File: config.mk
export PLATFORM = sky130hd
export DESIGN_NAME = pmd_top
export DESIGN_NICKNAME = d
export VERILOG_FILES = /design/src/inc/pmd_pkg.sv /design/src/design/pmd_sig_unit.sv /design/src/design/pmd_top.sv
export VERILOG_INCLUDE_DIRS = /design/src /design/src/inc
export SDC_FILE = /design/constraint.sdc
export NUM_CORES = 1
export LEC_CHECK = 0
export BUFFER_PORTS_ARGS = -buffer_cell sky130_fd_sc_hd__buf_2
export CAP_MARGIN = 15
export CORE_MARGIN = 5
export CORE_UTILIZATION = 29
export DETAILED_ROUTE_END_ITERATION = 16
export PLACE_DENSITY = 0.48
export SLEW_MARGIN = 25
export SYNTH_ARGS = -nofsm -noshare
export SYNTH_HDL_FRONTEND = slang
export SYNTH_SLANG_ARGS = --single-unit
File: constraint.sdc
create_clock -name MCLK -period 1.9 [get_ports MCLK]
set_input_delay 0.38 -clock MCLK [delete_from_list [all_inputs] [get_ports MCLK]]
set_output_delay 0.38 -clock MCLK [all_outputs]
set_load 0.1 [all_outputs]
File: src/inc/pmd_cfg.svh
`ifndef PMD_CFG_SVH
`define PMD_CFG_SVH

// Indexed configuration space: index port and data port offsets
`define PMD_PORT_INDEX      1'b0
`define PMD_PORT_DATA       1'b1

// Register indexes
`define PMD_IDX_SIG_A_LEVEL 8'hAA
`define PMD_IDX_SIG_B_LEVEL 8'hAB
`define PMD_IDX_SIG_C_LEVEL 8'hAC
`define PMD_IDX_SIG_D_LEVEL 8'hAD
`define PMD_IDX_PIN_MAP_AB  8'hAE
`define PMD_IDX_PIN_MAP_CD  8'hAF
`define PMD_IDX_EXT_INT_MAP 8'hB0

// Level register fields
`define PMD_LEV_HYPER       5
`define PMD_LEV_HIGH        4
`define PMD_LEV_LOW         3
`define PMD_LEV_TEMP_LOW    2
`define PMD_LEV_STANDBY     1
`define PMD_LEV_SUSPEND     0
`define PMD_LEV_MASK        8'h3F

// Pin map fields
`define PMD_MAP_LO_LSB      0
`define PMD_MAP_HI_LSB      4
`define PMD_MAP_DISABLED    4'hF

// External interrupt map fields
`define PMD_XMI_TYPE_BIT    4
`define PMD_XMI_MASK        8'h1F

// Reset values
`define PMD_RST_LEVEL       8'h00
`define PMD_RST_PIN_MAP     8'hFF
`define PMD_RST_EXT_INT_MAP 8'h0F

`endif

File: src/inc/pmd_pkg.sv
package pmd_pkg;

  typedef enum logic [2:0] {
    PMD_MODE_HYPER,
    PMD_MODE_HIGH,
    PMD_MODE_LOW,
    PMD_MODE_TEMP_LOW,
    PMD_MODE_STANDBY,
    PMD_MODE_SUSPEND,
    PMD_MODE_CRIT_SUSPEND
  } pmd_mode_t;

endpackage

File: src/design/pmd_sig_unit.sv
`timescale 1ns/100ps
`include "pmd_cfg.svh"

// One mode-tracking signal: latches its level on each mode entry
module pmd_sig_unit (
  // Clock and reset
  input  wire logic              clk,
  input  wire logic              rst,
  input  wire logic              ce,
  // Mode tracking
  input  wire logic              mode_entry,
  input  wire pmd_pkg::pmd_mode_t mode,
  input  wire logic [5:0]        levels,
  // Result
  output logic                   level_q
);

  function automatic logic pick_level(input pmd_pkg::pmd_mode_t m, input logic [5:0] lv);
    logic r;
    r = 1'b0;
    case (m)
      pmd_pkg::PMD_MODE_HYPER:        r = lv[`PMD_LEV_HYPER];
      pmd_pkg::PMD_MODE_HIGH:         r = lv[`PMD_LEV_HIGH];
      pmd_pkg::PMD_MODE_LOW:          r = lv[`PMD_LEV_LOW];
      pmd_pkg::PMD_MODE_TEMP_LOW:     r = lv[`PMD_LEV_TEMP_LOW];
      pmd_pkg::PMD_MODE_STANDBY:      r = lv[`PMD_LEV_STANDBY];
      pmd_pkg::PMD_MODE_SUSPEND,
      pmd_pkg::PMD_MODE_CRIT_SUSPEND: r = lv[`PMD_LEV_SUSPEND];
      default:                        r = 1'b0;
    endcase
    return r;
  endfunction

  // Level is held between entries so later register writes do not glitch the pin
  always_ff @(posedge clk) begin
    if (rst) begin
      level_q <= 1'b0;
    end else if (ce && mode_entry) begin
      level_q <= pick_level(mode, levels);
    end
  end

endmodule

File: src/design/pmd_top.sv
`timescale 1ns/100ps
`include "pmd_cfg.svh"

// How it works
// - Level bit 5 gives the pin level on hyper-speed entry.
// - Level bit 4 gives the pin level on high-speed entry.
// - Level bit 3 gives the pin level on low-speed entry.
// - Level bit 2 gives the pin level on temporary low-speed entry.
// - Level bit 1 gives the pin level on standby entry.
// - Level bit 0 gives the level on suspend or critical suspend entry.
// - Critical-suspend indicator is asserted while in critical suspend.
// - Signal A goes to the pin in map AB bits 3 to 0.
// - Signal B goes to the pin in map AB bits 7 to 4.
// - Interrupt map bit 4 selects system-management (0) or non-maskable (1).
// - Falling edge on the selected pin raises that interrupt; 15 disables.
module pmd_top #(
  parameter int NUM_PINS = 15
) (
  // Clock, reset, enable
  input  wire logic                MCLK,
  input  wire logic                RST,
  input  wire logic                CE,
  // Indexed configuration port
  input  wire logic                CFG_SEL,
  input  wire logic                CFG_ADDR,
  input  wire logic                CFG_WR,
  input  wire logic                CFG_RD,
  input  wire logic [7:0]          CFG_WDATA,
  output logic      [7:0]          CFG_RDATA,
  output logic                     CFG_HIT,
  // Power manager
  input  wire pmd_pkg::pmd_mode_t  PM_MODE,
  // Chip-select pins
  input  wire logic [NUM_PINS-1:0] PIN_IN,
  output logic      [NUM_PINS-1:0] PIN_MODE_OUT,
  output logic      [NUM_PINS-1:0] PIN_MODE_OWN,
  // Status and interrupts
  output logic                     CRIT_SUSPEND_N,
  output logic                     SMI_REQ,
  output logic                     NMI_REQ
);

  ////////////////////////////////////////////////////////////////////////////
  // Register file

  logic [7:0] index_q;
  logic [7:0] level_q [4];
  logic [7:0] pin_map_ab_q;
  logic [7:0] pin_map_cd_q;
  logic [7:0] ext_int_map_q;
  logic       wr_data;

  assign wr_data = CE && CFG_SEL && CFG_WR && (CFG_ADDR == `PMD_PORT_DATA);

  function automatic int level_slot(input logic [7:0] idx);
    int s;
    s = -1;
    if (idx == `PMD_IDX_SIG_A_LEVEL) begin
      s = 0;
    end else if (idx == `PMD_IDX_SIG_B_LEVEL) begin
      s = 1;
    end else if (idx == `PMD_IDX_SIG_C_LEVEL) begin
      s = 2;
    end else if (idx == `PMD_IDX_SIG_D_LEVEL) begin
      s = 3;
    end
    return s;
  endfunction

  always_ff @(posedge MCLK) begin
    if (RST) begin
      index_q <= 8'h00;
    end else if (CE && CFG_SEL && CFG_WR && (CFG_ADDR == `PMD_PORT_INDEX)) begin
      index_q <= CFG_WDATA;
    end
  end

  // Reserved bits are kept in storage so read-modify-write returns them
  always_ff @(posedge MCLK) begin
    if (RST) begin
      for (int i = 0; i < 4; i++) begin
        level_q[i] <= `PMD_RST_LEVEL;
      end
    end else if (wr_data && level_slot(index_q) >= 0) begin
      level_q[level_slot(index_q)] <= CFG_WDATA;
    end
  end

  always_ff @(posedge MCLK) begin
    if (RST) begin
      pin_map_ab_q  <= `PMD_RST_PIN_MAP;
      pin_map_cd_q  <= `PMD_RST_PIN_MAP;
      ext_int_map_q <= `PMD_RST_EXT_INT_MAP;
    end else if (wr_data) begin
      if (index_q == `PMD_IDX_PIN_MAP_AB) begin
        pin_map_ab_q <= CFG_WDATA;
      end else if (index_q == `PMD_IDX_PIN_MAP_CD) begin
        pin_map_cd_q <= CFG_WDATA;
      end else if (index_q == `PMD_IDX_EXT_INT_MAP) begin
        ext_int_map_q <= CFG_WDATA;
      end
    end
  end

  // Read data registered; unmapped indexes read zero with no hit
  always_ff @(posedge MCLK) begin
    if (RST) begin
      CFG_RDATA <= 8'h00;
      CFG_HIT   <= 1'b0;
    end else if (CE) begin
      CFG_RDATA <= 8'h00;
      CFG_HIT   <= 1'b0;
      if (CFG_SEL && CFG_RD) begin
        CFG_HIT <= 1'b1;
        if (CFG_ADDR == `PMD_PORT_INDEX) begin
          CFG_RDATA <= index_q;
        end else if (level_slot(index_q) >= 0) begin
          CFG_RDATA <= level_q[level_slot(index_q)];
        end else if (index_q == `PMD_IDX_PIN_MAP_AB) begin
          CFG_RDATA <= pin_map_ab_q;
        end else if (index_q == `PMD_IDX_PIN_MAP_CD) begin
          CFG_RDATA <= pin_map_cd_q;
        end else if (index_q == `PMD_IDX_EXT_INT_MAP) begin
          CFG_RDATA <= ext_int_map_q & `PMD_XMI_MASK;
        end else begin
          CFG_HIT <= 1'b0;
        end
      end
    end
  end

  ////////////////////////////////////////////////////////////////////////////
  // Mode tracking

  pmd_pkg::pmd_mode_t mode_q;
  logic               seen_q;
  logic               mode_entry;

  // First cycle after reset counts as an entry so pins take a defined level
  assign mode_entry = !seen_q || (PM_MODE != mode_q);

  always_ff @(posedge MCLK) begin
    if (RST) begin
      mode_q <= pmd_pkg::PMD_MODE_HIGH;
      seen_q <= 1'b0;
    end else if (CE) begin
      mode_q <= PM_MODE;
      seen_q <= 1'b1;
    end
  end

  always_ff @(posedge MCLK) begin
    if (RST) begin
      CRIT_SUSPEND_N <= 1'b1;
    end else if (CE) begin
      CRIT_SUSPEND_N <= (PM_MODE != pmd_pkg::PMD_MODE_CRIT_SUSPEND);
    end
  end

  ////////////////////////////////////////////////////////////////////////////
  // Signal units and pin routing

  logic [3:0] sig_level;
  logic [3:0] sig_pin_select [4];

  assign sig_pin_select[0] = pin_map_ab_q[`PMD_MAP_LO_LSB +: 4];
  assign sig_pin_select[1] = pin_map_ab_q[`PMD_MAP_HI_LSB +: 4];
  assign sig_pin_select[2] = pin_map_cd_q[`PMD_MAP_LO_LSB +: 4];
  assign sig_pin_select[3] = pin_map_cd_q[`PMD_MAP_HI_LSB +: 4];

  for (genvar g = 0; g < 4; g++) begin : g_sig
    pmd_sig_unit u_sig (
      .clk        (MCLK),
      .rst        (RST),
      .ce         (CE),
      .mode_entry (mode_entry),
      .mode       (PM_MODE),
      .levels     (level_q[g][5:0]),
      .level_q    (sig_level[g])
    );
  end

  // On a shared pin the later signal (D over C over B over A) wins
  always_ff @(posedge MCLK) begin
    if (RST) begin
      PIN_MODE_OUT <= '0;
      PIN_MODE_OWN <= '0;
    end else if (CE) begin
      for (int p = 0; p < NUM_PINS; p++) begin
        PIN_MODE_OUT[p] <= 1'b0;
        PIN_MODE_OWN[p] <= 1'b0;
        for (int s = 0; s < 4; s++) begin
          if (sig_pin_select[s] != `PMD_MAP_DISABLED && 32'(sig_pin_select[s]) == p) begin
            PIN_MODE_OUT[p] <= sig_level[s];
            PIN_MODE_OWN[p] <= 1'b1;
          end
        end
      end
    end
  end

  ////////////////////////////////////////////////////////////////////////////
  // External interrupt input

  logic [3:0] int_pin_select;
  logic       int_sample_q;
  logic       int_valid_q;
  logic       int_level;

  assign int_pin_select = ext_int_map_q[3:0];
  assign int_level = (int_pin_select == `PMD_MAP_DISABLED) ? 1'b1 : PIN_IN[int_pin_select];

  // Valid flag stops a remap from faking an edge on the first sample
  always_ff @(posedge MCLK) begin
    if (RST) begin
      int_sample_q <= 1'b1;
      int_valid_q  <= 1'b0;
    end else if (CE) begin
      int_sample_q <= int_level;
      int_valid_q  <= !(wr_data && index_q == `PMD_IDX_EXT_INT_MAP);
    end
  end

  always_ff @(posedge MCLK) begin
    if (RST) begin
      SMI_REQ <= 1'b0;
      NMI_REQ <= 1'b0;
    end else if (CE) begin
      SMI_REQ <= 1'b0;
      NMI_REQ <= 1'b0;
      if (int_valid_q && int_sample_q && !int_level) begin
        if (ext_int_map_q[`PMD_XMI_TYPE_BIT]) begin
          NMI_REQ <= 1'b1;
        end else begin
          SMI_REQ <= 1'b1;
        end
      end
    end
  end

endmodule

Yosys cells after proc, flatten, opt, wreduce, memory -nomap -nowiden
Memory sizes are Yosys's and may differ from the RTL's.
Index checks and enable logic that the tools add are counted.
- $lt $le $gt $ge: 3
- eq/ne operators: 76
- multiplexer cells: 167
- bitwise gates (word level): 3
- reduce and logical (&&, ||, !) cells: 84
- operators by type and width (operator ; count):
    $mux W32 ; 9
    $mux W1 ; 138
    $eq A4 B4 Y1 const B ; 29
    $logic_and A1 B1 Y1 ; 70
    $eq A4 B3 Y1 const B ; 16
    $ge A32 B1 Y1 const B ; 2
    $eq A8 B8 Y1 const B ; 7
    $mux W8 ; 6
    $eq A4 B2 Y1 const B ; 8
    $pmux W1 S6 ; 4
    $eq A4 B1 Y1 const B ; 4
    $logic_not A4 Y1 ; 4
    $mux W2 ; 8
    $ne A4 B4 Y1 const B ; 4
    $eq A3 B3 Y1 const B ; 3
    $reduce_or A8 Y1 ; 1
    $eq A3 B2 Y1 const B ; 2
    $lt A4 B5 Y1 const B ; 1
    $mux W5 ; 1
    $bmux W1 S4 ; 1
    $reduce_and A4 Y1 ; 1
    $eq A3 B1 Y1 const B ; 1
    $logic_not A1 Y1 ; 3
    $logic_not A3 Y1 ; 1
    7 further kinds ; 9
- register bits after elaboration: 81
- memory bits (writable): 32
- bits of input ports: 33
- output and inout bits: 42
- logic and storage cells: 353
- memories: 1
- memories (name ; words ; bits a word ; read ports ; clocked after Yosys merged registers in ; write ports ; RTL line ; source):
    level_q ; 4 ; 8 ; 5 ; 0 ; 4 ; pmd_top.sv:47 ; logic [7:0] level_q [4];

Depth between registers and ports, before layout
Gate-level depths: netlist of run 1.
An unclocked memory read counts as a cell.
- depth after elaboration: 19
- depth in mapped cells: 6
- gate-level depth less buffers: 4

Cells and area by module
From an unflattened synthesis of run 1, not the netlist that was laid out.
- cell total of the unflattened synthesis: 679
- area, all modules: 6461.2 µm²
- modules (own cells, without submodules) (module ; instances ; cells an instance ; area each (µm²) ; seq. area each (µm²)):
    pmd_top ; 1 ; 627 ; 6015.8 ; 2502.4
    pmd_sig_unit ; 4 ; 13 ; 111.4 ; 20.0

Worst setup path before layout of run 1
No wires, ideal clock.
- path type: input port to flip-flop
- from: input CE
- to: memory level_q[0][0] (enable)
- library setup time: 0.310 ns
- arrival: 1.578 ns
- data required time: 1.590 ns
- slack: 0.013 ns
- stages: 5
- buffers on the path: 1
- cells stage by stage: buf_2 > nand4_2 > nor3_2 > nor4b_2 > or2_2
- RTL lines (item ; RTL line ; source):
    start, declared ; pmd_top.sv:22 ; input wire logic CE,
    end, declared ; pmd_top.sv:47 ;

Final worst setup path of run 1
- from: register ext_int_map_q[1]
- to: register NMI_REQ
- cells in the longest elaborated chain, start to end: 6
- elaborated cells on any way between the ends: 7
- classes of those cells: eq/ne (1); mux (4); reduce/logical (2)
- RTL lines (item ; RTL line ; source):
    start, declared ; pmd_top.sv:50 ; logic [7:0] ext_int_map_q;
    start signal, assigned ; pmd_top.sv:93 ; ext_int_map_q <= `PMD_RST_EXT_INT_MAP;
    $bmux W1 S4 ; pmd_top.sv:211 ; assign int_level = (int_pin_select == `PMD_MAP_DISABLED) ? 1'b1 : PIN_IN[int_pin_select];
    $mux W1 (not written as such) ; pmd_top.sv:211 ;
    $mux W1 (*) ; pmd_top.sv:211 ;
    $logic_not A1 Y1 (*) ; pmd_top.sv:231 ; if (int_valid_q && int_sample_q && !int_level) begin
    $logic_and A1 B1 Y1 (*) ; pmd_top.sv:231 ;
    $mux W1 (*) ; pmd_top.sv:231 ;
    end signal, assigned ; pmd_top.sv:227 ; NMI_REQ <= 1'b0;
    end signal, assigned ; pmd_top.sv:230 ; NMI_REQ <= 1'b0;
    end signal, assigned ; pmd_top.sv:233 ; NMI_REQ <= 1'b1;
    end, declared ; pmd_top.sv:40 ; output logic NMI_REQ
Mark *: on every way between the ends. The rest lies on a longest branch, timed or not. The select of a mux whose other input is x is not followed.
A chain may end at the register's enable or synchronous reset.

==> impl_metrics.py, run 1 <==
metrics = {
    "synth": {
        "synthCells": 682,
        "synth_top_area_share": 0.2548,
        "muxShareOfSynthArea": 0.08787,
        "synth_compound_gate_area_share": 0.1932,
        "ys_ff_latch": 113,
        "async_reset_ff_frac": 0,
        "ys_seq_area_frac": 0.4057,
        "yosys.area_share.xor_xnor": 0.004128,
        "ys_types": 62,
        "ys.flop_type": "dfxtp_1",
        "synthSimpleGateAreaFrac": 0.2668,
        "ys_warn_count": 0,
        "synth_edf_count": 32,
        "synthTopCellsByArea": "dfxtp_1, edfxtp_1, mux2i_1, nor2_1, a21oi_1",
        "synth_top_family_by_area": "simple AND/OR/NAND/NOR gates",
        "syn-cell-area_um2": 6365,
        "synth_top_area_cell": "dfxtp_1",
        "syn_nets": 715,
        "avgSynthCellArea_um2": 9.333,
        "synthAdderAreaFrac": 0,
    },
    "placement": {
        "gp_congestion": 0.8832,
        "dp.cells": 1016,
        "numPortBuffers": 74,
        "place_hpwl_um": 14490,
    },
    "pwr": {
        "internal_power_uw": 4667,
        "peakVddDrop_mv": 0.5251,
        "p_sw_uw": 1747,
        "power_frac_comb": 0.105,
        "finalPower_uw": 6414,
        "p_per_area_nw_per_um2": 824.6,
        "pwr-share-seq": 0.404,
        "p_leak_uw": 0.002870,
        "clock_power_share": 0.491,
        "p_sw_frac": 0.2723,
    },
    "timing": {
        "rsz0062_at_grt": "true",
        "tightest_slew_ns": 0.7685,
        "setup_tns_ns": 0,
        "max_freq_mhz": 555.9,
        "slew_headroom": 0.4804,
        "fin_crit_sh": 0.9467,
        "post-route-min-period_ns": 1.799,
        "clock_skew_ns": 0.005701,
        "final_max_slew_viol_count": 0,
        "setup_viol": 0,
        "final-hold-violation-count": 0,
    },
    "final_layout": {
        "final_cells": 1048,
        "final_cell_mix": "nor2_1, dfxtp_1, buf_2",
        "synthToLayoutAreaGrowth_pct": 22.19,
        "final_layout_size_suffix_gt1_frac": 0.2448,
        "final_common_cell": "nor2_1",
        "diodes": 0,
        "final_core_utilization": 0.3586,
        "fin_nets": 788,
    },
    "detailed_routing": {
        "vias": 5738,
        "wl_per_cell_um": 19.16,
        "drc": 0,
        "drt_pass1_iterations": 5,
        "antenna_left": 0,
        "wirelength_um": 20080,
        "drt_iter0_drc": 526,
        "avgViaCountPerCell": 5.475,
    },
    "cts": {
        "clockBufferDepth": 2,
        "cts_buffers": 17,
        "root_buffer": "clkbuf_16",
        "h-tree-depth": 4,
        "clk_pin_slew_ns": 0.06,
        "clock_latency_ns": 0.42,
        "cts_tree": "done",
        "cts.sinks": 113,
    },
    "floorplan": {
        "die_h_um": 158.1,
        "start_util": 0.2935,
        "design.die.area_um2": 25010,
        "rows": 54,
        "core_um2": 21690,
        "pin_count": 75,
        "die_w_um": 158.1,
    },
    "worst_setup_path": {
        "cp_slowest_cell": "mux4_2",
        "setup.worst_path.end_class": "flip-flop",
        "slowest_delay_ns": 0.50,
        "crit_type": "reg2reg",
        "worstPathArrival_ns": 2.16,
        "crit_required_ns": 2.27,
        "cp_cell_sequence": "mux2_1 > mux4_2 > nor4b_2 > a221o_1",
        "critPathBufInv": 0,
        "cp_top_family": "multiplexers",
        "start_kind": "flip-flop",
        "cp_max_fo": 5,
    },
    "grt": {
        "grt_pass1_vias": 5806,
        "antenna_found_initial": 0,
        "grt_max_degree": 61,
        "grt_pass1_wl_um": 31690,
        "grt_usage": 0.1630,
        "grt_overflow_total": 0,
    },
    "status": {
        "status": "finished, final reports clean",
    },
    "hold_path": {
        "hp-class": "in2reg",
    },
    "run": {
        "maxCapViolations": 0,
    },
}
==> what timing repair did <==
item                                   CTS  global route
resized for setup                        0             7
setup endpoints to repair                0            16
endpoints found under the hold margin    0             0
hold buffers                             0             0
setup buffers                            0             0
==> per-stage QoR <==
stage	hold slack, ns	area, um^2	setup slack (ns)
floorplan	0.4335	6365	0.01262
global placement	0.4511	7172	0.1562
detailed placement	0.4546	7172	0.08417
CTS	0.2456	7757	0.03361
global route	0.2655	7777	-0.003811
finish	0.2589	7777	0.1013
==> tightest hold or removal path: stages <==
cell     delay, ns
buf_2         0.14
nand2_1       0.06
a21oi_1       0.05
==> synth_stat cells (3+ instances only) <==
library cell	instances
and3b_1	3
o32ai_1	15
nand3b_1	9
nor2_1	79
edfxtp_1	32
a22o_1	5
mux2_4	3
a21oi_1	46
nor4bb_1	16
a2bb2oi_1	5
o21ai_0	22
a22oi_1	14
nor3b_1	3
and4b_1	15
nor3_1	5
nand4b_1	3
buf_2	11
clkbuf_1	46
mux2i_1	30
xnor2_1	3
o22ai_1	8
a211oi_1	27
nand3_1	6
nand2b_1	16
nor4b_1	13
a211o_1	12
a311oi_1	4
and2_1	32
o211ai_1	7
nor4_1	18
nor2b_1	16
nand2_1	26
dfxtp_1	81
buf_1	4
mux2_2	4
mux4_2	7
or2_2	6
==> logic make-up after synthesis <==
kind of cell              Yosys count
AOI/OAI and AO/OA                 178
DFF                               113
buffers and inverters              65
and+or+nand+nor                   278
xor gates and xnor gates            3
muxes                              45
==> final cells by class <==
type | count | area (um^2)
clock inverters | 15 | 160.2
well taps | 280 | 350.3
fillers | 2214 | 13910
flip-flops and latches | 113 | 2587
repair buffers | 117 | 718.2
inverters | 2 | 7.507
clock buffers | 17 | 425.4
multi-input cells | 504 | 3528
==> flip-flops by register name (all words and copies together), names as in the netlist, 3 cells and up <==
name / cells
level_q: 32
PIN_MODE_OUT: 15
PIN_MODE_OWN: 15
CFG_RDATA: 8
index_q: 8
pin_map_ab_q: 8
pin_map_cd_q: 8
ext_int_map_q: 5
g_sig.u_sig.level_q: 4
mode_q: 3
==> per-layer routing <==
| layer | vias to the layer above | share of wire | GRT usage | wire length (um) |
|---|---|---|---|---|
| li1 | 2758 | - | - | - |
| met1 | 2777 | 0.45 | 0.2131 | 8956 |
| met2 | 183 | 0.48 | 0.2658 | 9655 |
| met3 | 20 | 0.058 | 0.03800 | 1174 |
| met4 | 0 | 0.015 | 0.05483 | 295 |
| met5 | - | 0 | 0 | 0 |
==> path summary, 6_finish.rpt <==
| kind | start | end | slack (ns) | cells past startpoint |
|---|---|---|---|---|
| min reg2reg | CFG_HIT | CFG_HIT | 0.46 | 2 |
| max reg2reg | ext_int_map_q[1] | NMI_REQ | 0.10 | 4 |
| min | CFG_WDATA[6] | index_q[6] | 0.26 | 3 |
| max | ext_int_map_q[1] | NMI_REQ | 0.10 | 4 |
==> power by group through the flow <==
stage | sequential [uW] | combinational, uW | clock [uW]
final | 2590 | 670 | 3150
after global routing | 2600 | 717 | 3340
after CTS | 2590 | 678 | 3220
after global placement | 2640 | 670 | 0
after floorplan | 2870 | 250 | 0
after detailed placement | 2640 | 677 | 0
No activity file was read; power rests on OpenSTA's default activity.
==> run 2, diff against run 1 <==
--- a/config.mk
+++ b/config.mk
@@ -8,9 +8,9 @@
 export LEC_CHECK = 0
 export BUFFER_PORTS_ARGS = -buffer_cell sky130_fd_sc_hd__buf_2
 export CAP_MARGIN = 15
-export CORE_MARGIN = 5
 export CORE_UTILIZATION = 29
 export DETAILED_ROUTE_END_ITERATION = 16
+export HOLD_SLACK_MARGIN = 0.02
 export PLACE_DENSITY = 0.48
 export SLEW_MARGIN = 25
 export SYNTH_ARGS = -nofsm -noshare
==> impl_metrics.py, run 2 (same netlist as run 1, synthesis figures left out) <==
metrics = {
    "cts": {
        "cts_buffers": 17,
        "clk_pin_slew_ns": 0.06,
        "clockBufferDepth": 2,
        "postCtsSetupBuffers": 0,
        "cts_tree": "done",
        "cts.sinks": 113,
        "h-tree-depth": 4,
        "clock_latency_ns": 0.42,
        "root_buffer": "clkbuf_16",
    },
    "timing": {
        "setup_viol": 0,
        "slew_headroom": 0.5067,
        "max_freq_mhz": 548.8,
        "final-hold-violation-count": 0,
        "hold_slack_ns": 0.2773,
        "tightest_slew_ns": 0.7390,
        "fin_crit_sh": 0.9591,
        "clock_skew_ns": 0.01072,
        "setup_tns_ns": 0,
        "rsz0062_at_grt": "false",
        "final_max_slew_viol_count": 0,
        "post-route-min-period_ns": 1.822,
    },
    "final_layout": {
        "ff_latch_area_um2": 2587,
        "final_cells": 1043,
        "final_cell_mix": "nor2_1, dfxtp_1, buf_2",
        "fill_cells": 2121,
        "final_common_cell": "nor2_1",
        "synthToLayoutAreaGrowth_pct": 23.29,
        "final_layout_size_suffix_gt1_frac": 0.2422,
        "top_regs": "level_q x32, PIN_MODE_OUT x15, PIN_MODE_OWN x15",
        "diodes": 0,
        "regMostFlops": "level_q",
        "fin_nets": 788,
        "final_core_utilization": 0.3687,
        "largest_reg_flops": 32,
        "multi_input_area_um2": 3526,
    },
    "pwr": {
        "p_sw_frac": 0.2552,
        "p_sw_uw": 1747,
        "peakVddDrop_mv": 0.5036,
        "p_leak_uw": 0.002899,
        "internal_power_uw": 5100,
        "p_per_area_nw_per_um2": 872.6,
        "finalPower_uw": 6848,
        "power_frac_comb": 0.099,
        "pwr-share-seq": 0.379,
        "clock_power_share": 0.522,
    },
    "worst_setup_path": {
        "slowest_delay_ns": 0.56,
        "crit_type": "reg2reg",
        "r2r-end": "PIN_MODE_OWN[1]",
        "cp_cell_sequence": "buf_4 > nor4b_1 > nor4_1 > a211oi_1",
        "rr_startpoint": "pin_map_cd_q[5]",
        "crit_required_ns": 2.22,
        "r2r_cells": 4,
        "cp_slowest_cell": "nor4b_1",
        "worstPathArrival_ns": 2.15,
        "cp_max_fo": 13,
        "setup.worst_path.end_class": "flip-flop",
        "regToRegSetupSlack_ns": 0.08,
        "start_kind": "flip-flop",
    },
    "hold_path": {
        "min_to": "index_q[6]",
        "hold_depth": 3,
        "min-delay-start": "CFG_WDATA[6]",
        "hp-class": "in2reg",
    },
    "grt": {
        "grt_overflow_total": 0,
        "grt_pass1_wl_um": 31800,
        "grt_usage": 0.1860,
        "grt_pass1_vias": 5635,
        "grt_max_degree": 69,
        "antenna_found_initial": 0,
    },
    "detailed_routing": {
        "drt_iter0_drc": 422,
        "drt_pass1_iterations": 5,
        "antenna_left": 0,
        "vias": 5766,
        "wirelength_um": 20370,
        "wl_per_cell_um": 19.53,
        "avgViaCountPerCell": 5.528,
        "drc": 0,
    },
    "floorplan": {
        "pin_count": 75,
        "die_w_um": 150.1,
        "design.die.area_um2": 22540,
        "rows": 53,
        "core_um2": 21290,
        "die_h_um": 150.1,
        "start_util": 0.2990,
    },
    "status": {
        "status": "finished, final reports clean",
    },
    "placement": {
        "numPortBuffers": 74,
        "dp.cells": 1011,
        "place_hpwl_um": 14170,
        "gp_congestion": 0.8494,
    },
    "run": {
        "maxCapViolations": 0,
    },
}
-- run 2: cell count changes in the layout (fill, tap and decap cells not counted), sizes merged --
cell	before	now
bufinv	2	5
clkbuf	17	20
clkinv	8	3
inv	5	4
-- run 2: metrics by stage --
| stage | worst slack, ns | area [um^2] |
|---|---|---|
| final | 0.07773 | 7848 |
| after global routing | 0.002358 | 7848 |
| after CTS | 0.07034 | 7830 |
| after detailed placement | 0.1343 | 7178 |
| after global placement | 0.1292 | 7178 |
| after floorplan | 0.01262 | 6365 |
-- run 2: cell type report --
cell class,count,area share
multi-input cells,504,0.4493
flip-flops and latches,113,0.3297
repair buffers,117,0.09311
clock buffers,20,0.05692
well taps,275,0.04385
clock inverters,12,0.02615
inverters,2,0.0009566
-- run 2: per-layer routing --
layer | track usage | share of wire | vias up
li1 | - | - | 2753
met1 | 0.2464 | 0.46 | 2807
met2 | 0.3019 | 0.48 | 178
met3 | 0.03394 | 0.043 | 28
met4 | 0.06667 | 0.016 | 0
met5 | 0 | 0 | -
-- run 2: power by group through the flow --
stage | Combinational, uW | Clock, uW | Sequential [uW]
3_5_place_dp | 683 | 0 | 2640
2_1_floorplan | 250 | 0 | 2870
4_1_cts | 684 | 3620 | 2590
6_report | 678 | 3580 | 2590
5_1_grt | 722 | 3770 | 2600
3_3_place_gp | 675 | 0 | 2640
-- run 2: what timing repair did --
action,in CTS,in global routing
hold buffers,0,0
setup endpoints to repair,0,16
resized for setup,0,6
-- run 2: critical path: cells and delay by family, from the launching register on --
kind | cells | cell delay, ns
and+or+nand+nor | 2 | 0.71
buffers and inverters | 1 | 0.25
AOI/OAI and AO/OA | 1 | 0.30
DFF | 1 | 0.47
-- run 2: worst max path at each step --
stage,from,endpoint,slack (ns),cells after the start
after floorplan,CE,level_q[0][0],0.01,5
after global placement,CFG_SEL,level_q[0][0],0.13,5
after detailed placement,index_q[3],level_q[0][7],0.13,4
after CTS,pin_map_ab_q[6],PIN_MODE_OUT[6],0.07,4
after global routing,pin_map_ab_q[5],PIN_MODE_OUT[2],0.002,4
final,pin_map_cd_q[5],PIN_MODE_OWN[1],0.08,4
